[config.mk]
export PLATFORM = sky130hd
export DESIGN_NAME = wdg_top
export DESIGN_NICKNAME = d
export VERILOG_FILES = /design/src/design/wdg_pkg.sv /design/src/design/wdg_evt_if.sv /design/src/design/wdg_timer.sv /design/src/design/wdg_evt_gen.sv /design/src/design/wdg_top.sv
export SDC_FILE = /design/constraint.sdc
export NUM_CORES = 1
export LEC_CHECK = 0
export ABC_AREA = 1
export BUFFER_PORTS_ARGS = -buffer_cell sky130_fd_sc_hd__buf_2
export CORE_MARGIN = 1.5
export CORE_UTILIZATION = 23
export DETAILED_ROUTE_END_ITERATION = 6
export PLACE_DENSITY_LB_ADDON = 0.05
export RECOVER_POWER = 100
export SETUP_SLACK_MARGIN = 0.5
export SYNTH_ARGS = -nofsm -noshare
export SYNTH_HDL_FRONTEND = slang
export SYNTH_SLANG_ARGS = --single-unit
export TNS_END_PERCENT = 5
[constraint.sdc]
create_clock -name clk_i -period 2.6 [get_ports clk_i]
set_clock_uncertainty 0.2 [all_clocks]
set_input_delay 0.52 -clock clk_i [delete_from_list [all_inputs] [get_ports clk_i]]
set_output_delay 0.52 -clock clk_i [all_outputs]
set_load 0.05 [all_outputs]
[src/design/wdg_pkg.sv]
// Function
// Boot watchdog is disabled or times out after 30 s, 1, 2, 5, 10, 30 min.
// Boot watchdog counts only in self-test and resets the system on expiry.
// Optionally the boot watchdog pauses during boot popup or password entry.
// Runtime watchdog arms at boot: off, one-time, single or repeated.
// One-time mode turns the runtime watchdog off at the first trigger.
// Single event mode runs each configured stage once, then disables itself.
// Repeated event mode reruns the last stage until a system reset.
// Runtime watchdog waits a start delay chosen from the boot timeout set.
// Stage one raises NMI, ACPI, reset or power button; cannot be off.
// Second and third stages raise their own event, or may be disabled.
// Stage timeouts are 0.5, 1, 2, 5, 10, 30 s, 1 or 2 min.
// The ACPI event requests either an orderly shutdown or a restart.
// ACPI shutdown signals an over-temperature notification to the OS.
// ACPI restart reports a fatal error to the OS.
// Each trigger reloads the first stage timeout and returns to it.
// After a stage event the next enabled stage starts; order is 1, 2, 3.
package wdg_pkg;
   localparam int unsigned WDG_CLK_PERIOD_NS = 10;
   localparam int unsigned WDG_TICK_MS = 500;
   localparam int unsigned WDG_TICK_CYC =
      WDG_TICK_MS * 1000000 / WDG_CLK_PERIOD_NS;
   localparam int WDG_TW = 12;
   localparam int WDG_AW = 8;
   localparam logic [7:0] WDG_CFG_OFS = 8'h00;
   localparam logic [7:0] WDG_TMO_OFS = 8'h04;
   localparam logic [7:0] WDG_EVT_OFS = 8'h08;
   localparam logic [7:0] WDG_KICK_OFS = 8'h0C;
   localparam logic [7:0] WDG_STAT_OFS = 8'h10;
   localparam logic [7:0] WDG_ISR_OFS = 8'h14;
   localparam logic [7:0] WDG_IMR_OFS = 8'h18;
   localparam logic [8:0] WDG_CFG_RST = 9'h000;
   localparam logic [8:0] WDG_TMO_RST = 9'h000;
   localparam logic [8:0] WDG_EVT_RST = 9'h000;
   localparam logic [2:0] WDG_ISR_RST = 3'h0;
   localparam logic [2:0] WDG_IMR_RST = 3'h0;
   localparam int WDG_ISR_STAGE = 0;
   localparam int WDG_ISR_BOOT = 1;
   localparam int WDG_ISR_OFF = 2;

   typedef enum logic [1:0] {
      WDG_M_OFF = 2'h0,
      WDG_M_ONCE = 2'h1,
      WDG_M_SINGLE = 2'h2,
      WDG_M_REPEAT = 2'h3
   } wdg_mode_t;

   typedef enum logic [1:0] {
      WDG_EV_NMI = 2'h0,
      WDG_EV_ACPI = 2'h1,
      WDG_EV_RESET = 2'h2,
      WDG_EV_PWR = 2'h3
   } wdg_ev_t;

   typedef enum logic [2:0] {
      WDG_RT_OFF = 3'b001,
      WDG_RT_DELAY = 3'b010,
      WDG_RT_STAGE = 3'b100
   } wdg_rt_t;

   function automatic logic [WDG_TW-1:0] wdg_ms2tick(input int unsigned ms);
      return WDG_TW'(ms / WDG_TICK_MS);
   endfunction

   // Boot and delay selector; zero means disabled.
   function automatic logic [WDG_TW-1:0] wdg_boot_ticks(input logic [2:0] s);
      logic [WDG_TW-1:0] t;
      t = '0;
      unique case (s)
         3'h1: t = wdg_ms2tick(30000);
         3'h2: t = wdg_ms2tick(60000);
         3'h3: t = wdg_ms2tick(120000);
         3'h4: t = wdg_ms2tick(300000);
         3'h5: t = wdg_ms2tick(600000);
         3'h6: t = wdg_ms2tick(1800000);
         default: t = '0;
      endcase
      return t;
   endfunction

   function automatic logic [WDG_TW-1:0] wdg_stage_ticks(input logic [2:0] s);
      logic [WDG_TW-1:0] t;
      t = '0;
      unique case (s)
         3'h0: t = wdg_ms2tick(500);
         3'h1: t = wdg_ms2tick(1000);
         3'h2: t = wdg_ms2tick(2000);
         3'h3: t = wdg_ms2tick(5000);
         3'h4: t = wdg_ms2tick(10000);
         3'h5: t = wdg_ms2tick(30000);
         3'h6: t = wdg_ms2tick(60000);
         3'h7: t = wdg_ms2tick(120000);
      endcase
      return t;
   endfunction
endpackage

[src/design/wdg_evt_if.sv]
`timescale 1ns/1ps
interface wdg_evt_if;
   import wdg_pkg::*;
   logic valid;
   wdg_ev_t kind;
   logic restart;
   modport src (output valid, output kind, output restart);
   modport dst (input valid, input kind, input restart);
endinterface

[src/design/wdg_timer.sv]
`timescale 1ns/1ps
module wdg_timer
   import wdg_pkg::*;
#(
   parameter int unsigned TICK_CYC = WDG_TICK_CYC
)
(
   input wire logic clk_i,
   input wire logic resetn_i,
   input wire logic load_i,
   input wire logic [WDG_TW-1:0] ticks_i,
   input wire logic run_i,
   output logic expire_o
);
   logic [31:0] pre;
   logic [WDG_TW-1:0] cnt;
   logic tick;

   // The prescaler restarts on every load so a timeout is never short.
   // The expiry ignores the load, so a caller may reload on it without a
   // combinational loop; a caller that must not expire then drops run_i.
   assign tick = run_i && (cnt != '0) && (pre == 32'(TICK_CYC - 1));
   assign expire_o = tick && (cnt == WDG_TW'(1));

   always_ff @(posedge clk_i or negedge resetn_i)
   begin
      if (!resetn_i)
      begin
         pre <= '0;
         cnt <= '0;
      end
      else if (load_i)
      begin
         pre <= '0;
         cnt <= ticks_i;
      end
      else if (tick)
      begin
         pre <= '0;
         cnt <= cnt - WDG_TW'(1);
      end
      else if (run_i && cnt != '0)
         pre <= pre + 32'h0000_0001;
   end
endmodule

[src/design/wdg_evt_gen.sv]
`timescale 1ns/1ps
module wdg_evt_gen
   import wdg_pkg::*;
(
   input wire logic clk_i,
   input wire logic resetn_i,
   wdg_evt_if.dst ev,
   output logic nmi_o,
   output logic ovt_notify_o,
   output logic fatal_err_o,
   output logic sys_reset_o,
   output logic pwr_btn_o
);
   always_ff @(posedge clk_i or negedge resetn_i)
   begin
      if (!resetn_i)
      begin
         nmi_o <= 1'b0;
         ovt_notify_o <= 1'b0;
         fatal_err_o <= 1'b0;
         sys_reset_o <= 1'b0;
         pwr_btn_o <= 1'b0;
      end
      else
      begin
         nmi_o <= ev.valid && ev.kind == WDG_EV_NMI;
         ovt_notify_o <= ev.valid && ev.kind == WDG_EV_ACPI
            && !ev.restart;
         fatal_err_o <= ev.valid && ev.kind == WDG_EV_ACPI
            && ev.restart;
         sys_reset_o <= ev.valid && ev.kind == WDG_EV_RESET;
         pwr_btn_o <= ev.valid && ev.kind == WDG_EV_PWR;
      end
   end
endmodule

[src/design/wdg_top.sv]
`timescale 1ns/1ps
module wdg_top
   import wdg_pkg::*;
#(
   parameter int unsigned TICK_CYC = WDG_TICK_CYC
)
(
   input wire logic clk_i,
   input wire logic resetn_i,
   input wire logic [WDG_AW-1:0] addr_i,
   input wire logic [31:0] wdata_i,
   input wire logic wr_i,
   input wire logic rd_i,
   output logic [31:0] rdata_o,
   input wire logic post_i,
   input wire logic user_wait_i,
   output logic nmi_o,
   output logic ovt_notify_o,
   output logic fatal_err_o,
   output logic sys_reset_o,
   output logic pwr_btn_o,
   output logic irq_o
);
   logic [8:0] cfg;
   logic [8:0] tmo;
   logic [8:0] evc;
   logic [2:0] isr;
   logic [2:0] imr;
   logic [31:0] next_rdata;
   logic post_q;
   logic post_fall;
   logic post_rise;
   logic boot_run;
   logic boot_exp;
   logic rt_exp;
   logic rt_load;
   logic [WDG_TW-1:0] rt_ld;
   logic kick;
   logic self_off;
   logic stage_fire;
   wdg_rt_t rt_state;
   wdg_rt_t next_state;
   logic [1:0] stage;
   logic [1:0] next_stage;
   wdg_mode_t mode;
   logic [WDG_TW-1:0] boot_ld;
   logic [WDG_TW-1:0] delay_ld;
   wdg_evt_if evi ();

   assign mode = wdg_mode_t'(cfg[5:4]);
   assign boot_ld = wdg_boot_ticks(cfg[2:0]);
   assign delay_ld = wdg_boot_ticks(cfg[8:6]);
   assign kick = wr_i && addr_i == WDG_KICK_OFS && wdata_i[0];
   assign post_rise = post_i && !post_q;
   assign post_fall = !post_i && post_q;

   function automatic logic [2:0] tsel(input logic [1:0] s,
      input logic [8:0] t);
      return (s == 2'h3) ? t[8:6] : (s == 2'h2) ? t[5:3] : t[2:0];
   endfunction

   function automatic wdg_ev_t evsel(input logic [1:0] s, input logic [8:0] e);
      return wdg_ev_t'((s == 2'h3) ? e[7:6] : (s == 2'h2) ? e[4:3] : e[1:0]);
   endfunction

   always_ff @(posedge clk_i or negedge resetn_i)
   begin
      if (!resetn_i)
      begin
         cfg <= WDG_CFG_RST;
         tmo <= WDG_TMO_RST;
         evc <= WDG_EVT_RST;
         imr <= WDG_IMR_RST;
      end
      else if (wr_i)
      begin
         if (addr_i == WDG_CFG_OFS)
            cfg <= wdata_i[8:0];
         if (addr_i == WDG_TMO_OFS)
            tmo <= wdata_i[8:0];
         if (addr_i == WDG_EVT_OFS)
            evc <= wdata_i[8:0];
         if (addr_i == WDG_IMR_OFS)
            imr <= wdata_i[2:0];
      end
   end

   // A new event in the same cycle as its clear is kept.
   always_ff @(posedge clk_i or negedge resetn_i)
   begin
      if (!resetn_i)
         isr <= WDG_ISR_RST;
      else
      begin
         isr <= (isr & ~((wr_i && addr_i == WDG_ISR_OFS) ? wdata_i[2:0]
            : 3'h0)) | {self_off, boot_exp, stage_fire};
      end
   end

   assign irq_o = |(isr & imr);

   always_comb
   begin
      next_rdata = 32'h0000_0000;
      if (rd_i)
      begin
         unique case (addr_i)
            WDG_CFG_OFS: next_rdata = {23'h000000, cfg};
            WDG_TMO_OFS: next_rdata = {23'h000000, tmo};
            WDG_EVT_OFS: next_rdata = {23'h000000, evc};
            WDG_STAT_OFS: next_rdata = {26'h0000000, boot_run, stage, rt_state};
            WDG_ISR_OFS: next_rdata = {29'h00000000, isr};
            WDG_IMR_OFS: next_rdata = {29'h00000000, imr};
            default: next_rdata = 32'h0000_0000;
         endcase
      end
   end

   always_ff @(posedge clk_i or negedge resetn_i)
   begin
      if (!resetn_i)
      begin
         rdata_o <= 32'h0000_0000;
         post_q <= 1'b0;
      end
      else
      begin
         rdata_o <= next_rdata;
         post_q <= post_i;
      end
   end

   // Pausing also freezes the prescaler, so waiting time is not charged.
   assign boot_run = post_i && boot_ld != '0
      && !(cfg[3] && user_wait_i);

   // A count left over from a stopped self-test must not expire on reload.
   wdg_timer #(.TICK_CYC(TICK_CYC)) u_boot (
      .clk_i(clk_i),
      .resetn_i(resetn_i),
      .load_i(post_rise),
      .ticks_i(boot_ld),
      .run_i(boot_run && !post_rise),
      .expire_o(boot_exp)
   );

   wdg_timer #(.TICK_CYC(TICK_CYC)) u_rt (
      .clk_i(clk_i),
      .resetn_i(resetn_i),
      .load_i(rt_load),
      .ticks_i(rt_ld),
      .run_i(rt_state != WDG_RT_OFF),
      .expire_o(rt_exp)
   );

   // A trigger in the cycle of an expiry wins; software was in time.
   assign stage_fire = rt_state == WDG_RT_STAGE && rt_exp && !kick;

   always_comb
   begin
      next_state = rt_state;
      next_stage = stage;
      rt_load = 1'b0;
      rt_ld = wdg_stage_ticks(tmo[2:0]);
      self_off = 1'b0;
      unique case (rt_state)
         WDG_RT_OFF:
         begin
            if (post_fall && mode != WDG_M_OFF)
            begin
               rt_load = 1'b1;
               if (delay_ld == '0)
               begin
                  next_state = WDG_RT_STAGE;
                  next_stage = 2'h1;
               end
               else
               begin
                  next_state = WDG_RT_DELAY;
                  rt_ld = delay_ld;
               end
            end
         end
         WDG_RT_DELAY:
         begin
            if (mode == WDG_M_OFF)
               next_state = WDG_RT_OFF;
            else if (rt_exp)
            begin
               next_state = WDG_RT_STAGE;
               next_stage = 2'h1;
               rt_load = 1'b1;
            end
         end
         WDG_RT_STAGE:
         begin
            if (mode == WDG_M_OFF)
               next_state = WDG_RT_OFF;
            else if (kick && mode == WDG_M_ONCE)
            begin
               next_state = WDG_RT_OFF;
               self_off = 1'b1;
            end
            else if (kick)
            begin
               next_stage = 2'h1;
               rt_load = 1'b1;
            end
            else if (rt_exp)
            begin
               if (stage == 2'h1 && evc[2])
               begin
                  next_stage = 2'h2;
                  rt_ld = wdg_stage_ticks(tmo[5:3]);
                  rt_load = 1'b1;
               end
               else if (stage != 2'h3 && evc[5])
               begin
                  next_stage = 2'h3;
                  rt_ld = wdg_stage_ticks(tmo[8:6]);
                  rt_load = 1'b1;
               end
               else if (mode == WDG_M_REPEAT)
               begin
                  rt_ld = wdg_stage_ticks(tsel(stage, tmo));
                  rt_load = 1'b1;
               end
               else
               begin
                  next_state = WDG_RT_OFF;
                  self_off = 1'b1;
               end
            end
         end
      endcase
   end

   always_ff @(posedge clk_i or negedge resetn_i)
   begin
      if (!resetn_i)
      begin
         rt_state <= WDG_RT_OFF;
         stage <= 2'h0;
      end
      else
      begin
         rt_state <= next_state;
         stage <= (next_state == WDG_RT_OFF) ? 2'h0 : next_stage;
      end
   end

   // A boot expiry resets the system and outranks any stage event.
   always_ff @(posedge clk_i or negedge resetn_i)
   begin
      if (!resetn_i)
      begin
         evi.valid <= 1'b0;
         evi.kind <= WDG_EV_NMI;
         evi.restart <= 1'b0;
      end
      else
      begin
         evi.valid <= boot_exp || stage_fire;
         evi.kind <= boot_exp ? WDG_EV_RESET : evsel(stage, evc);
         evi.restart <= evc[8];
      end
   end

   wdg_evt_gen u_evt (
      .clk_i(clk_i),
      .resetn_i(resetn_i),
      .ev(evi.dst),
      .nmi_o(nmi_o),
      .ovt_notify_o(ovt_notify_o),
      .fatal_err_o(fatal_err_o),
      .sys_reset_o(sys_reset_o),
      .pwr_btn_o(pwr_btn_o)
   );
endmodule

## Word level (Yosys, flattened, before mapping)

Memory sizes are Yosys's and may differ from the RTL's.
Index checks and enable logic that the tools add are counted.

| storage, ports and cells | value |
|---|---|
| ROM bits | 256 |
| bits in registers | 168 |
| memories | 4 |
| word-level logic and storage cells | 202 |

| operators by class | value |
|---|---|
| equal/unequal tests | 44 |
| reduce and logical (&&, ||, !) cells | 52 |
| muxes and demuxes | 73 |
| $add $sub $neg | 4 |
| bitwise logic cells | 4 |

Memory list:

| memory | words | width | rd ports | clocked after memory_dff | write ports | line | source |
|---|---|---|---|---|---|---|---|
| (no name shown) | 8 | 8 | 1 | 0 | 0 | wdg_pkg.sv:84 | `unique case (s)` |
| (no name shown) | 8 | 8 | 1 | 0 | 0 | wdg_pkg.sv:84 |  |
| (no name shown) | 8 | 8 | 1 | 0 | 0 | wdg_pkg.sv:84 |  |
| (no name shown) | 8 | 8 | 1 | 0 | 0 | wdg_pkg.sv:84 |  |

Operator list:

| kind | number |
|---|---|
| 2-to-1 mux 32 bit | 6 |
| 2-to-1 mux 12 bit | 13 |
| one-hot mux 12 bit (6 select lines) | 2 |
| adder 32 x 1 -> 32 bit, second input constant | 2 |
| == test 32 x 26 -> 1 bit, second input constant | 2 |
| one-hot mux 9 bit (6 select lines) | 1 |
| 2-to-1 mux 3 bit | 14 |
| nonzero test 12 bit | 3 |
| 2-to-1 mux 2 bit | 14 |
| logical AND 1 bit | 27 |
| == test 12 x 1 -> 1 bit, second input constant | 2 |
| == test 8 x 5 -> 1 bit, second input constant | 3 |
| one-hot mux 12 bit (2 select lines) | 1 |
| subtractor 12 x 1 -> 12 bit, second input constant | 2 |
| == test 3 bit, second input constant | 7 |
| 2-to-1 mux 1 bit | 18 |
| == test 8 x 4 -> 1 bit, second input constant | 2 |
| == test 3 x 2 -> 1 bit, second input constant | 5 |
| inequality test 3 bit, second input constant | 5 |
| == test 3 x 1 -> 1 bit, second input constant | 4 |
| logical NOT 12 bit | 1 |
| == test 2 bit, second input constant | 5 |
| 2-to-1 mux 9 bit | 1 |
| one-hot mux 3 bit (3 select lines) | 1 |
| 21 further kinds | 36 |

## Logic depth before layout (Yosys ltp)

Gate-level depths: netlist of the first run.
An unclocked memory read counts as a cell.

| logic depth | value |
|---|---|
| depth after elaboration | 13 |
| gate-level depth with buffers | 16 |
| depth with buffers taken out | 15 |

## Modules after synthesis

Synthesis of the first run repeated with hierarchy kept, for this count alone.

| second synthesis, totals | value |
|---|---|
| cell total of the unflattened synthesis | 1589 |
| area, all modules | 10500.1 um^2 |

By module, submodules not included:

| module | times used | area an instance (um^2) | seq. area each (um^2) | cells an instance |
|---|---|---|---|---|
| wdg_timer | 2 | 3259.4 | 1101.1 | 511 |
| wdg_top | 1 | 3813.7 | 1302.5 | 551 |
| wdg_evt_gen | 1 | 167.7 | 125.1 | 16 |

## Least setup slack after synthesis of the first run

No wires, ideal clock.

| path | value |
|---|---|
| path kind | reg2reg |
| from | register u_boot.cnt[0] |
| to | register u_boot.pre[8] |
| stages on the path, launching flop included | 14 |
| arrival | 1944 ps |
| required time | 2274 ps |
| setup slack | 330 ps |
| path buffers | 0 |
| library setup time | 126 ps |
| cell sequence | dfrtp_1 inv_1 ha_1 nand2_1 nor2_2 nand4_1 o21ai_2 nand2_1 inv_2 nor2_1 nand2_1 nor3_1 o21ai_1 nor2_1 |

| on the way | value |
|---|---|
| cells in the longest elaborated chain, start to end | 5 |

Ends and longest elaborated chain:

| element | line | source |
|---|---|---|
| start, declared | wdg_timer.sv:16 | `logic [WDG_TW-1:0] cnt;` |
| start signal, assigned | wdg_timer.sv:35 | `cnt <= ticks_i;` |
| start signal, assigned | wdg_timer.sv:40 | `cnt <= cnt - WDG_TW'(1);` |
| nonzero test 12 bit (*) | wdg_timer.sv:22, wdg_timer.sv:42 |  |
| logical AND 1 bit (*) | wdg_timer.sv:22, wdg_timer.sv:42 |  |
| logical AND 1 bit | wdg_timer.sv:22 | `assign tick = run_i && (cnt != '0) && (pre == 32'(TICK_CYC - 1));` |
| 2-to-1 mux 32 bit | wdg_timer.sv:37 | `else if (tick)` |
| 2-to-1 mux 32 bit | wdg_timer.sv:32 | `else if (load_i)` |
| end signal, assigned | wdg_timer.sv:43 | `pre <= pre + 32'h0000_0001;` |
| end, declared | wdg_timer.sv:15 | `logic [31:0] pre;` |

Every way passes the cells marked *; elsewhere a longest branch is shown, timed or not.
A chain may end at the register's enable or synchronous reset.

## Worst setup path in the final report of the first run

| path | value |
|---|---|
| from | register u_rt.pre[1] |
| to | register u_rt.pre[17] |

| on the way | value |
|---|---|
| cells in the longest elaborated chain, start to end | 9 |

Ends and longest elaborated chain:

| element | line | source |
|---|---|---|
| start, declared | wdg_timer.sv:15 |  |
| start signal, assigned | wdg_timer.sv:43 |  |
| == test 32 x 26 -> 1 bit | wdg_timer.sv:22 |  |
| logical AND 1 bit | wdg_timer.sv:22 |  |
| logical AND 1 bit | wdg_timer.sv:23 | `assign expire_o = tick && (cnt == WDG_TW'(1));` |
| 2-to-1 mux 1 bit | wdg_top.sv:209 | `else if (rt_exp)` |
| 2-to-1 mux 1 bit | wdg_top.sv:204 | `else if (kick)` |
| 2-to-1 mux 1 bit | wdg_top.sv:199 | `else if (kick && mode == WDG_M_ONCE)` |
| 2-to-1 mux 1 bit | wdg_top.sv:197 | `if (mode == WDG_M_OFF)` |
| one-hot mux 1 bit (3 select lines) | wdg_top.sv:166 | `unique case (rt_state)` |
| nonzero test 3 bit (no line) / 2-to-1 mux 32 bit (equally long branches) | n/a |  |

Parallel ways exist; a longest one is shown, timed or not. The select of a mux whose other input is x is not followed.

==> results of run 1 <==
==> flip-flops by register name, summed over array words and instances, names as in the netlist, 2 cells and up <==
name        count
u_rt.cnt       12
stage           2
isr             3
imr             3
evi.kind        2
rt_state        3
evc             9
cfg             9
tmo             9
u_boot.cnt     12
u_rt.pre       32
rdata_o         9
u_boot.pre     32
==> routing by layer <==
metal / track usage [%] / up-vias / part of all wire, %
li1: - / 4904 / -
met1: 21.5 / 4551 / 47
met2: 28.2 / 80 / 49
met3: 3.26 / 33 / 2.3
met4: 5.09 / 0 / 1.5
met5: 0 / - / 0
==> critical path, stage by stage, from the launching register on <==
cell and delay (ps):
dfrtp_1 390, ha_4 160, nand2_4 50, nor2_4 110
nand3_4 90, nor2_4 190, nand3_1 170, nor2_4 190
nand4_4 110, nand3_4 110, nand2_8 120, nand2_8 110
buf_6 190, o21ai_1 80
==> area by class of cell <==
class	instances	share of cell area, %
sequential	145	29.2
timing repair inverter	1	0.0705
timing repair buffer	163	10.1
clock inverter	14	0.876
multi-input combinational	1045	45.0
tap	539	5.43
inverter	187	5.85
clock buffer	18	3.45
==> kinds of logic (layout without fill, tap and decap cells) <==
kind of cell,Yosys count,after routing
fa+ha+maj,23,23
flops,145,145
buf+inv,242,383
other cells,1,23
compound gates,209,209
simple gates,746,746
xor+xnor,44,44
==> cells in the mapped netlist (3+ instances only) <==
| cell | count | area (um^2) |
|---|---|---|
| a221oi_1 | 5 | 43.8 |
| buf_6 | 5 | 56.3 |
| buf_2 | 10 | 50.1 |
| o21ai_2 | 10 | 87.6 |
| inv_2 | 10 | 37.5 |
| o22ai_1 | 8 | 50.1 |
| xnor2_1 | 7 | 61.3 |
| xor2_1 | 37 | 324 |
| o221ai_1 | 4 | 35.0 |
| nand4_1 | 46 | 288 |
| ha_1 | 23 | 288 |
| nand2_2 | 7 | 43.8 |
| o21ai_0 | 86 | 430 |
| clkinv_1 | 4 | 15.0 |
| nor2_2 | 6 | 37.5 |
| dfrtp_1 | 144 | 3600 |
| nor4_1 | 17 | 106 |
| nand2_1 | 313 | 1170 |
| clkbuf_1 | 15 | 56.3 |
| nor3_2 | 3 | 30.0 |
| nor3_1 | 46 | 230 |
| a31oi_1 | 11 | 68.8 |
| a21oi_1 | 36 | 180 |
| buf_4 | 24 | 180 |
| o211ai_1 | 6 | 45.0 |
| inv_1 | 173 | 649 |
| nor2_1 | 179 | 672 |
| nand3_1 | 111 | 556 |
| o21ai_1 | 33 | 165 |
| nand3_2 | 3 | 30.0 |
==> per-stage QoR <==
step / worst slack, ps / TNS (ps) / std cells
finish: 201 / 0 / 2112
global route: 67.7 / 0 / 2112
CTS: 283 / 0 / 2099
detailed placement: 33.0 / 0 / 2042
global placement: -0.504 / -0.504 / 2042
floorplan: 397 / 0 / 1432
==> worst max path at each step <==
stage | from | end | slack [ps] | cells past startpoint
finish | u_rt.pre[1]$_DFFE_PN0P_ | u_rt.pre[17]$_DFFE_PN0P_ | 200 | 13
global route | u_rt.pre[1]$_DFFE_PN0P_ | u_rt.cnt[0]$_DFFE_PN0P_ | 70 | 14
CTS | u_rt.pre[0]$_DFFE_PN0P_ | u_rt.pre[18]$_DFFE_PN0P_ | 280 | 15
detailed placement | addr_i[5] | cfg[8]$_DFFE_PN0P_ | 30 | 10
global placement | stage[1]$_DFFE_PN0P_ | u_rt.cnt[5]$_DFFE_PN0P_ | -0.5 | 10
floorplan | u_rt.pre[1]$_DFFE_PN0P_ | u_rt.pre[4]$_DFFE_PN0P_ | 400 | 14
==> power by group through the flow <==
| stage | Clock (uW) | Combinational, uW | Sequential [uW] |
|---|---|---|---|
| 2_1_floorplan | 0 | 1750 | 2760 |
| 3_3_place_gp | 0 | 2530 | 2840 |
| 3_5_place_dp | 0 | 2500 | 2830 |
| 4_1_cts | 2490 | 3040 | 2800 |
| 5_1_grt | 2570 | 3320 | 2840 |
| 6_report | 2360 | 2960 | 2800 |
==> repair_timing <==
action | CTS | global route
endpoints found under the setup margin | 95 | 102
setup buffers | 19 | 12
resized for setup | 62 | 34
hold endpoints to repair | 43 | 0
hold buffers | 2 | 0
pin swaps | 22 | 22
gates cloned | 4 | 1
==> results.py, run 1 <==
metrics = {
    "worst_hold_path": {
        "worstHoldPathType": "in2reg",
        "worstHoldPathCells": 3,
        "min_to": "imr[1]$_DFFE_PN0P_",
        "min_from": "wdata_i[1]",
    },
    "die": {
        "die_w_um": 210,
        "rows": 75,
        "fp.dieH_um": 210,
        "io_pins": 84,
        "core_um2": 42100,
        "initial_utilization_pct": 23.4,
        "fp.dieArea_um2": 44200,
    },
    "power": {
        "pwr-share-seq_pct": 34.5,
        "internal_power_uw": 4830,
        "p_leak_uw": 0.00564,
        "swShare_pct": 40.5,
        "combinationalPowerShare_pct": 36.5,
        "power.ir.vdd_worst_mv": 0.399,
        "power_switching_uw": 3290,
        "power_density_nw_per_um2": 654,
        "p_clk_share_pct": 29.1,
        "finalPower_uw": 8130,
    },
    "synthesis": {
        "muxShareOfSynthArea_pct": 0,
        "synth_cell_type_count": 52,
        "synth_area_um2": 9880,
        "async_flop_share_pct": 100,
        "ys_seq_area_share_pct": 36.7,
        "synth-xor-area-share_pct": 3.90,
        "synth-edff-count": 0,
        "ys_ff_latch": 145,
        "synth_top_family_by_area": "simple AND/OR/NAND/NOR gates",
        "syn_avg_cell_area_um2": 7.00,
        "synth_top_flop_cell": "dfrtp_1",
        "synthAdderAreaFrac_pct": 2.91,
        "synthCells": 1410,
        "synth-compound-area-share_pct": 12.1,
        "ys_warn_count": 0,
        "synth-simple-area-share_pct": 33.6,
    },
    "cts": {
        "clockRootBuffer": "clkbuf_16",
        "cts_buffers": 17,
        "clk_latency_ps": 480,
        "cts_sinks": 145,
        "tritoncts": "built",
        "clockBufferDepth": 2,
        "cts.reportedPaths.clkPinSlew_ps": 70,
        "htree_levels": 4,
    },
    "cells_and_area": {
        "fillers": 4692,
        "layout_commonest_cell": "nand2_1",
        "diodes": 0,
        "regArea_um2": 3630,
        "drive_above_1_share_pct": 17.8,
        "final_cell_mix": "nand2_1 (298), inv_1 (168), nor2_1 (164)",
        "multi_input_area_um2": 5590,
        "nets": 1629,
        "stdcell_area_um2": 12400,
        "utilization_pct": 29.5,
        "syn_to_final_growth_pct": 25.8,
    },
    "timing": {
        "hold_ws_ps": 81.3,
        "slew_violations": 0,
        "relSlewSlack_pct": 7.51,
        "max_freq_mhz": 417,
        "setup_viol": 0,
        "rsz0062_at_grt": "yes",
        "min_period_ps": 2400,
        "finalHoldViolations": 0,
        "finalCritPeriodShare_pct": 92.3,
        "worst-slew-pin-transition_ps": 1390,
    },
    "worst_setup_path": {
        "critPathRequiredTime_ps": 2760,
        "end_kind": "flop",
        "critical_path_arrival_ps": 2560,
        "crit_type": "reg2reg",
        "rrSetupSlack_ps": 200,
        "reg2reg_from": "u_rt.pre[1]$_DFFE_PN0P_",
        "critPathMaxFanout": 15,
        "reg2reg_depth": 13,
        "rr_endpoint": "u_rt.pre[17]$_DFFE_PN0P_",
        "startpoint_type": "flop",
    },
    "place": {
        "port_buffers": 37,
        "dp_hpwl_mm": 26.1,
        "gp_congestion": 0.801,
        "place_area_um2": 11300,
    },
    "detailed_routing": {
        "avgViaCountPerCell": 4.53,
        "route.antenna.remaining_nets": 0,
        "wl_mm": 34.9,
        "drc_errors": 0,
        "drtPass1Iterations": 5,
        "wire_per_inst_um": 16.5,
        "via_count": 9568,
        "drt_iter0_drc": 364,
    },
    "global_routing": {
        "overflow": 0,
        "grt_max_degree": 47,
        "antenna_found_initial": 0,
        "grt_pass1_vias": 9989,
        "grt_use_total_pct": 16.7,
        "grt_pass1_wl_mm": 56.3,
    },
    "run": {
        "cap_violations": 0,
    },
    "status": {
        "status": "finished clean",
    },
}
(Power assumes the default switching activity.)
==> inputs of run 2 (changes only) <==
--- a/config.mk
+++ b/config.mk
@@ -8,7 +8,7 @@
 export ABC_AREA = 1
 export BUFFER_PORTS_ARGS = -buffer_cell sky130_fd_sc_hd__buf_2
 export CORE_MARGIN = 1.5
-export CORE_UTILIZATION = 23
+export CORE_UTILIZATION = 61
 export DETAILED_ROUTE_END_ITERATION = 6
 export PLACE_DENSITY_LB_ADDON = 0.05
 export RECOVER_POWER = 100
==> run 2 against run 1 <==
- the flow now finishes with violations (design-rule violations, max-capacitance violations, max-slew violations)
- hold slack worse by 9.8 ps
- sequential power about the same
- via count increased by 4.3%
- critical endpoint is now u_rt.pre[21]$_DFFE_PN0P_
- largest cell class unchanged
- largest power group is now registers
==> results.py, run 2 (synthesis gave the netlist of run 1 again) <==
metrics = {
    "cells_and_area": {
        "stdcell_area_um2": 11600,
        "syn_to_final_growth_pct": 17.8,
        "drive_above_1_share_pct": 14.7,
        "top_regs": "u_boot.pre: 32 flops, u_rt.pre: 32 flops",
        "regArea_um2": 3630,
        "diodes": 0,
        "nets": 1582,
        "layout_commonest_cell": "nand2_1",
        "fin_cells": 1742,
        "final_cell_mix": "nand2_1 (300), inv_1 (169), nor2_1 (166)",
        "fillers": 1309,
        "multi_input_area_um2": 5560,
    },
    "die": {
        "fp.dieH_um": 130,
        "fp.dieArea_um2": 17000,
        "rows": 46,
        "io_pins": 84,
        "core_um2": 15800,
        "initial_utilization_pct": 62.4,
        "die_w_um": 130,
    },
    "place": {
        "place_area_um2": 10500,
        "port_buffers": 37,
        "place_inst": 1674,
        "gp_congestion": 0.950,
        "dp_hpwl_mm": 19.8,
    },
    "power": {
        "p_leak_uw": 0.00537,
        "power_switching_uw": 3220,
        "power_density_nw_per_um2": 688,
        "power.ir.vdd_worst_mv": 0.539,
        "finalPower_uw": 8000,
        "swShare_pct": 40.3,
        "p_clk_share_pct": 30.6,
        "pwr-share-seq_pct": 35.2,
        "internal_power_uw": 4780,
        "combinationalPowerShare_pct": 34.2,
    },
    "global_routing": {
        "overflow": 0,
        "grt_max_degree": 63,
        "grt_pass1_wl_mm": 45.5,
        "grt_pass1_vias": 9275,
        "grtUsageMet1_pct": 45.2,
        "grt_busiest_layer": "met2",
        "grt_util_met2_pct": 57.5,
        "antenna_found_initial": 0,
        "met3_usage_pct": 5.45,
        "grt_use_total_pct": 34.5,
    },
    "detailed_routing": {
        "wl_mm": 28.2,
        "via_count": 9977,
        "route.antenna.remaining_nets": 0,
        "drc_errors": 16,
        "drtPass1Iterations": 7,
        "drt_iter0_drc": 953,
        "avgViaCountPerCell": 5.73,
        "wire_per_inst_um": 16.2,
    },
    "timing": {
        "rsz0062_at_grt": "yes",
        "setup_viol": 0,
        "slew_violations": 62,
        "min_period_ps": 2450,
        "max_freq_mhz": 409,
        "hold_ws_ps": 71.5,
        "finalCritPeriodShare_pct": 94.1,
        "worst-slew-pin-transition_ps": 1590,
        "finalHoldViolations": 0,
        "relSlewSlack_pct": -5.99,
        "fin_tns_setup_ps": 0,
    },
    "worst_setup_path": {
        "end_kind": "flop",
        "crit_type": "reg2reg",
        "critical_path_arrival_ps": 2560,
        "cpPeakStageDelay_ps": 350,
        "cp_slowest_cell": "dfrtp_1",
        "critPathMaxFanout": 15,
        "critical_path.cell_chain": "ha_1 -> nand2_2 -> nor2_4 -> nand3_4 -> nor2_4 -> buf_6 -> nand4_1 -> nand2_1 -> nand2_1 -> nand3_4 -> nand2_8 -> nand2_4 -> buf_12 -> o21ai_0",
        "startpoint_type": "flop",
        "critPathRequiredTime_ps": 2710,
    },
    "cts": {
        "tritoncts": "built",
        "clk_latency_ps": 440,
        "cts_buffers": 17,
        "clockBufferDepth": 2,
        "cts_sinks": 145,
        "cts.reportedPaths.clkPinSlew_ps": 70,
        "htree_levels": 4,
        "clockRootBuffer": "clkbuf_16",
    },
    "worst_hold_path": {
        "worstHoldPathType": "in2reg",
    },
    "status": {
        "status": "complete, but fails checks",
        "violations": "design-rule violations, max-capacitance violations, max-slew violations",
    },
    "run": {
        "cap_violations": 1,
    },
}
## run 2: cell types whose count changed in the layout (fill, tap and decap cells not counted), moves of 4 or more
cell / change
buf_4: -43
clkinv_2: -4
inv_8: +4
o21ai_1: -12
o21ai_0: +14
nand3_1: -4
## run 2: metal layers
metal | wire, um | part of all wire, % | vias up
met4 | 834 | 3.0 | 0
met5 | 0 | 0 | -
met3 | 1760 | 6.2 | 73
met2 | 13700 | 49 | 386
met1 | 11800 | 42 | 4708
li1 | - | - | 4810
## run 2: metrics by stage
| stage | setup WS (ps) | util (%) |
|---|---|---|
| global placement | 125 | 66.6 |
| CTS | 324 | 73.2 |
| global route | 43.5 | 73.5 |
| detailed placement | 101 | 66.6 |
| floorplan | 397 | - |
| finish | 155 | 73.5 |
## run 2: path summary, 6_finish.rpt
path | startpoint | end | slack [ps] | cells past startpoint
max | u_rt.pre[1]$_DFFE_PN0P_ | u_rt.pre[21]$_DFFE_PN0P_ | 150 | 14
min | post_i | post_q$_DFF_PN0_ | 70 | 1
max reg2reg | u_rt.pre[1]$_DFFE_PN0P_ | u_rt.pre[21]$_DFFE_PN0P_ | 150 | 14
min reg2reg | evc[8]$_DFFE_PN0P_ | evi.restart$_DFF_PN0_ | 230 | 0
max in group asynchronous | resetn_i | rt_state[0]$_DFF_PN1_ | 370 | 3
min in group asynchronous | resetn_i | u_boot.pre[4]$_DFFE_PN0P_ | 830 | 2
## run 2: what timing repair did
item,4_1_cts,5_1_grt
hold buffers,1,0
setup buffers,26,6
gates resized for setup,56,14
endpoints found under the hold margin,57,0
gates cloned,2,1
setup endpoints to repair,90,96
pin swaps,15,14
## run 2: area by class of cell
type	instances	share of cell area, %
clock buffer	17	3.66
clock inverter	15	1.38
inverter	187	6.09
multi-input combinational	1045	47.8
sequential	145	31.2
tap	216	2.32
timing repair buffer	117	7.57
## run 2: power by group through the flow
stage | Sequential [uW] | Combinational, uW | Clock, uW
2_1_floorplan | 2760 | 1750 | 0
5_1_grt | 2850 | 2980 | 2560
3_5_place_dp | 2830 | 2310 | 0
3_3_place_gp | 2830 | 2270 | 0
6_report | 2820 | 2740 | 2450
4_1_cts | 2800 | 2680 | 2450
## run 2: worst max-delay path: cells and delay by family (launching register included)
kind | cells | cell delay (ps)
compound gates | 1 | 90
fa+ha+maj | 1 | 190
buf+inv | 2 | 280
flops | 1 | 350
simple gates | 10 | 1200
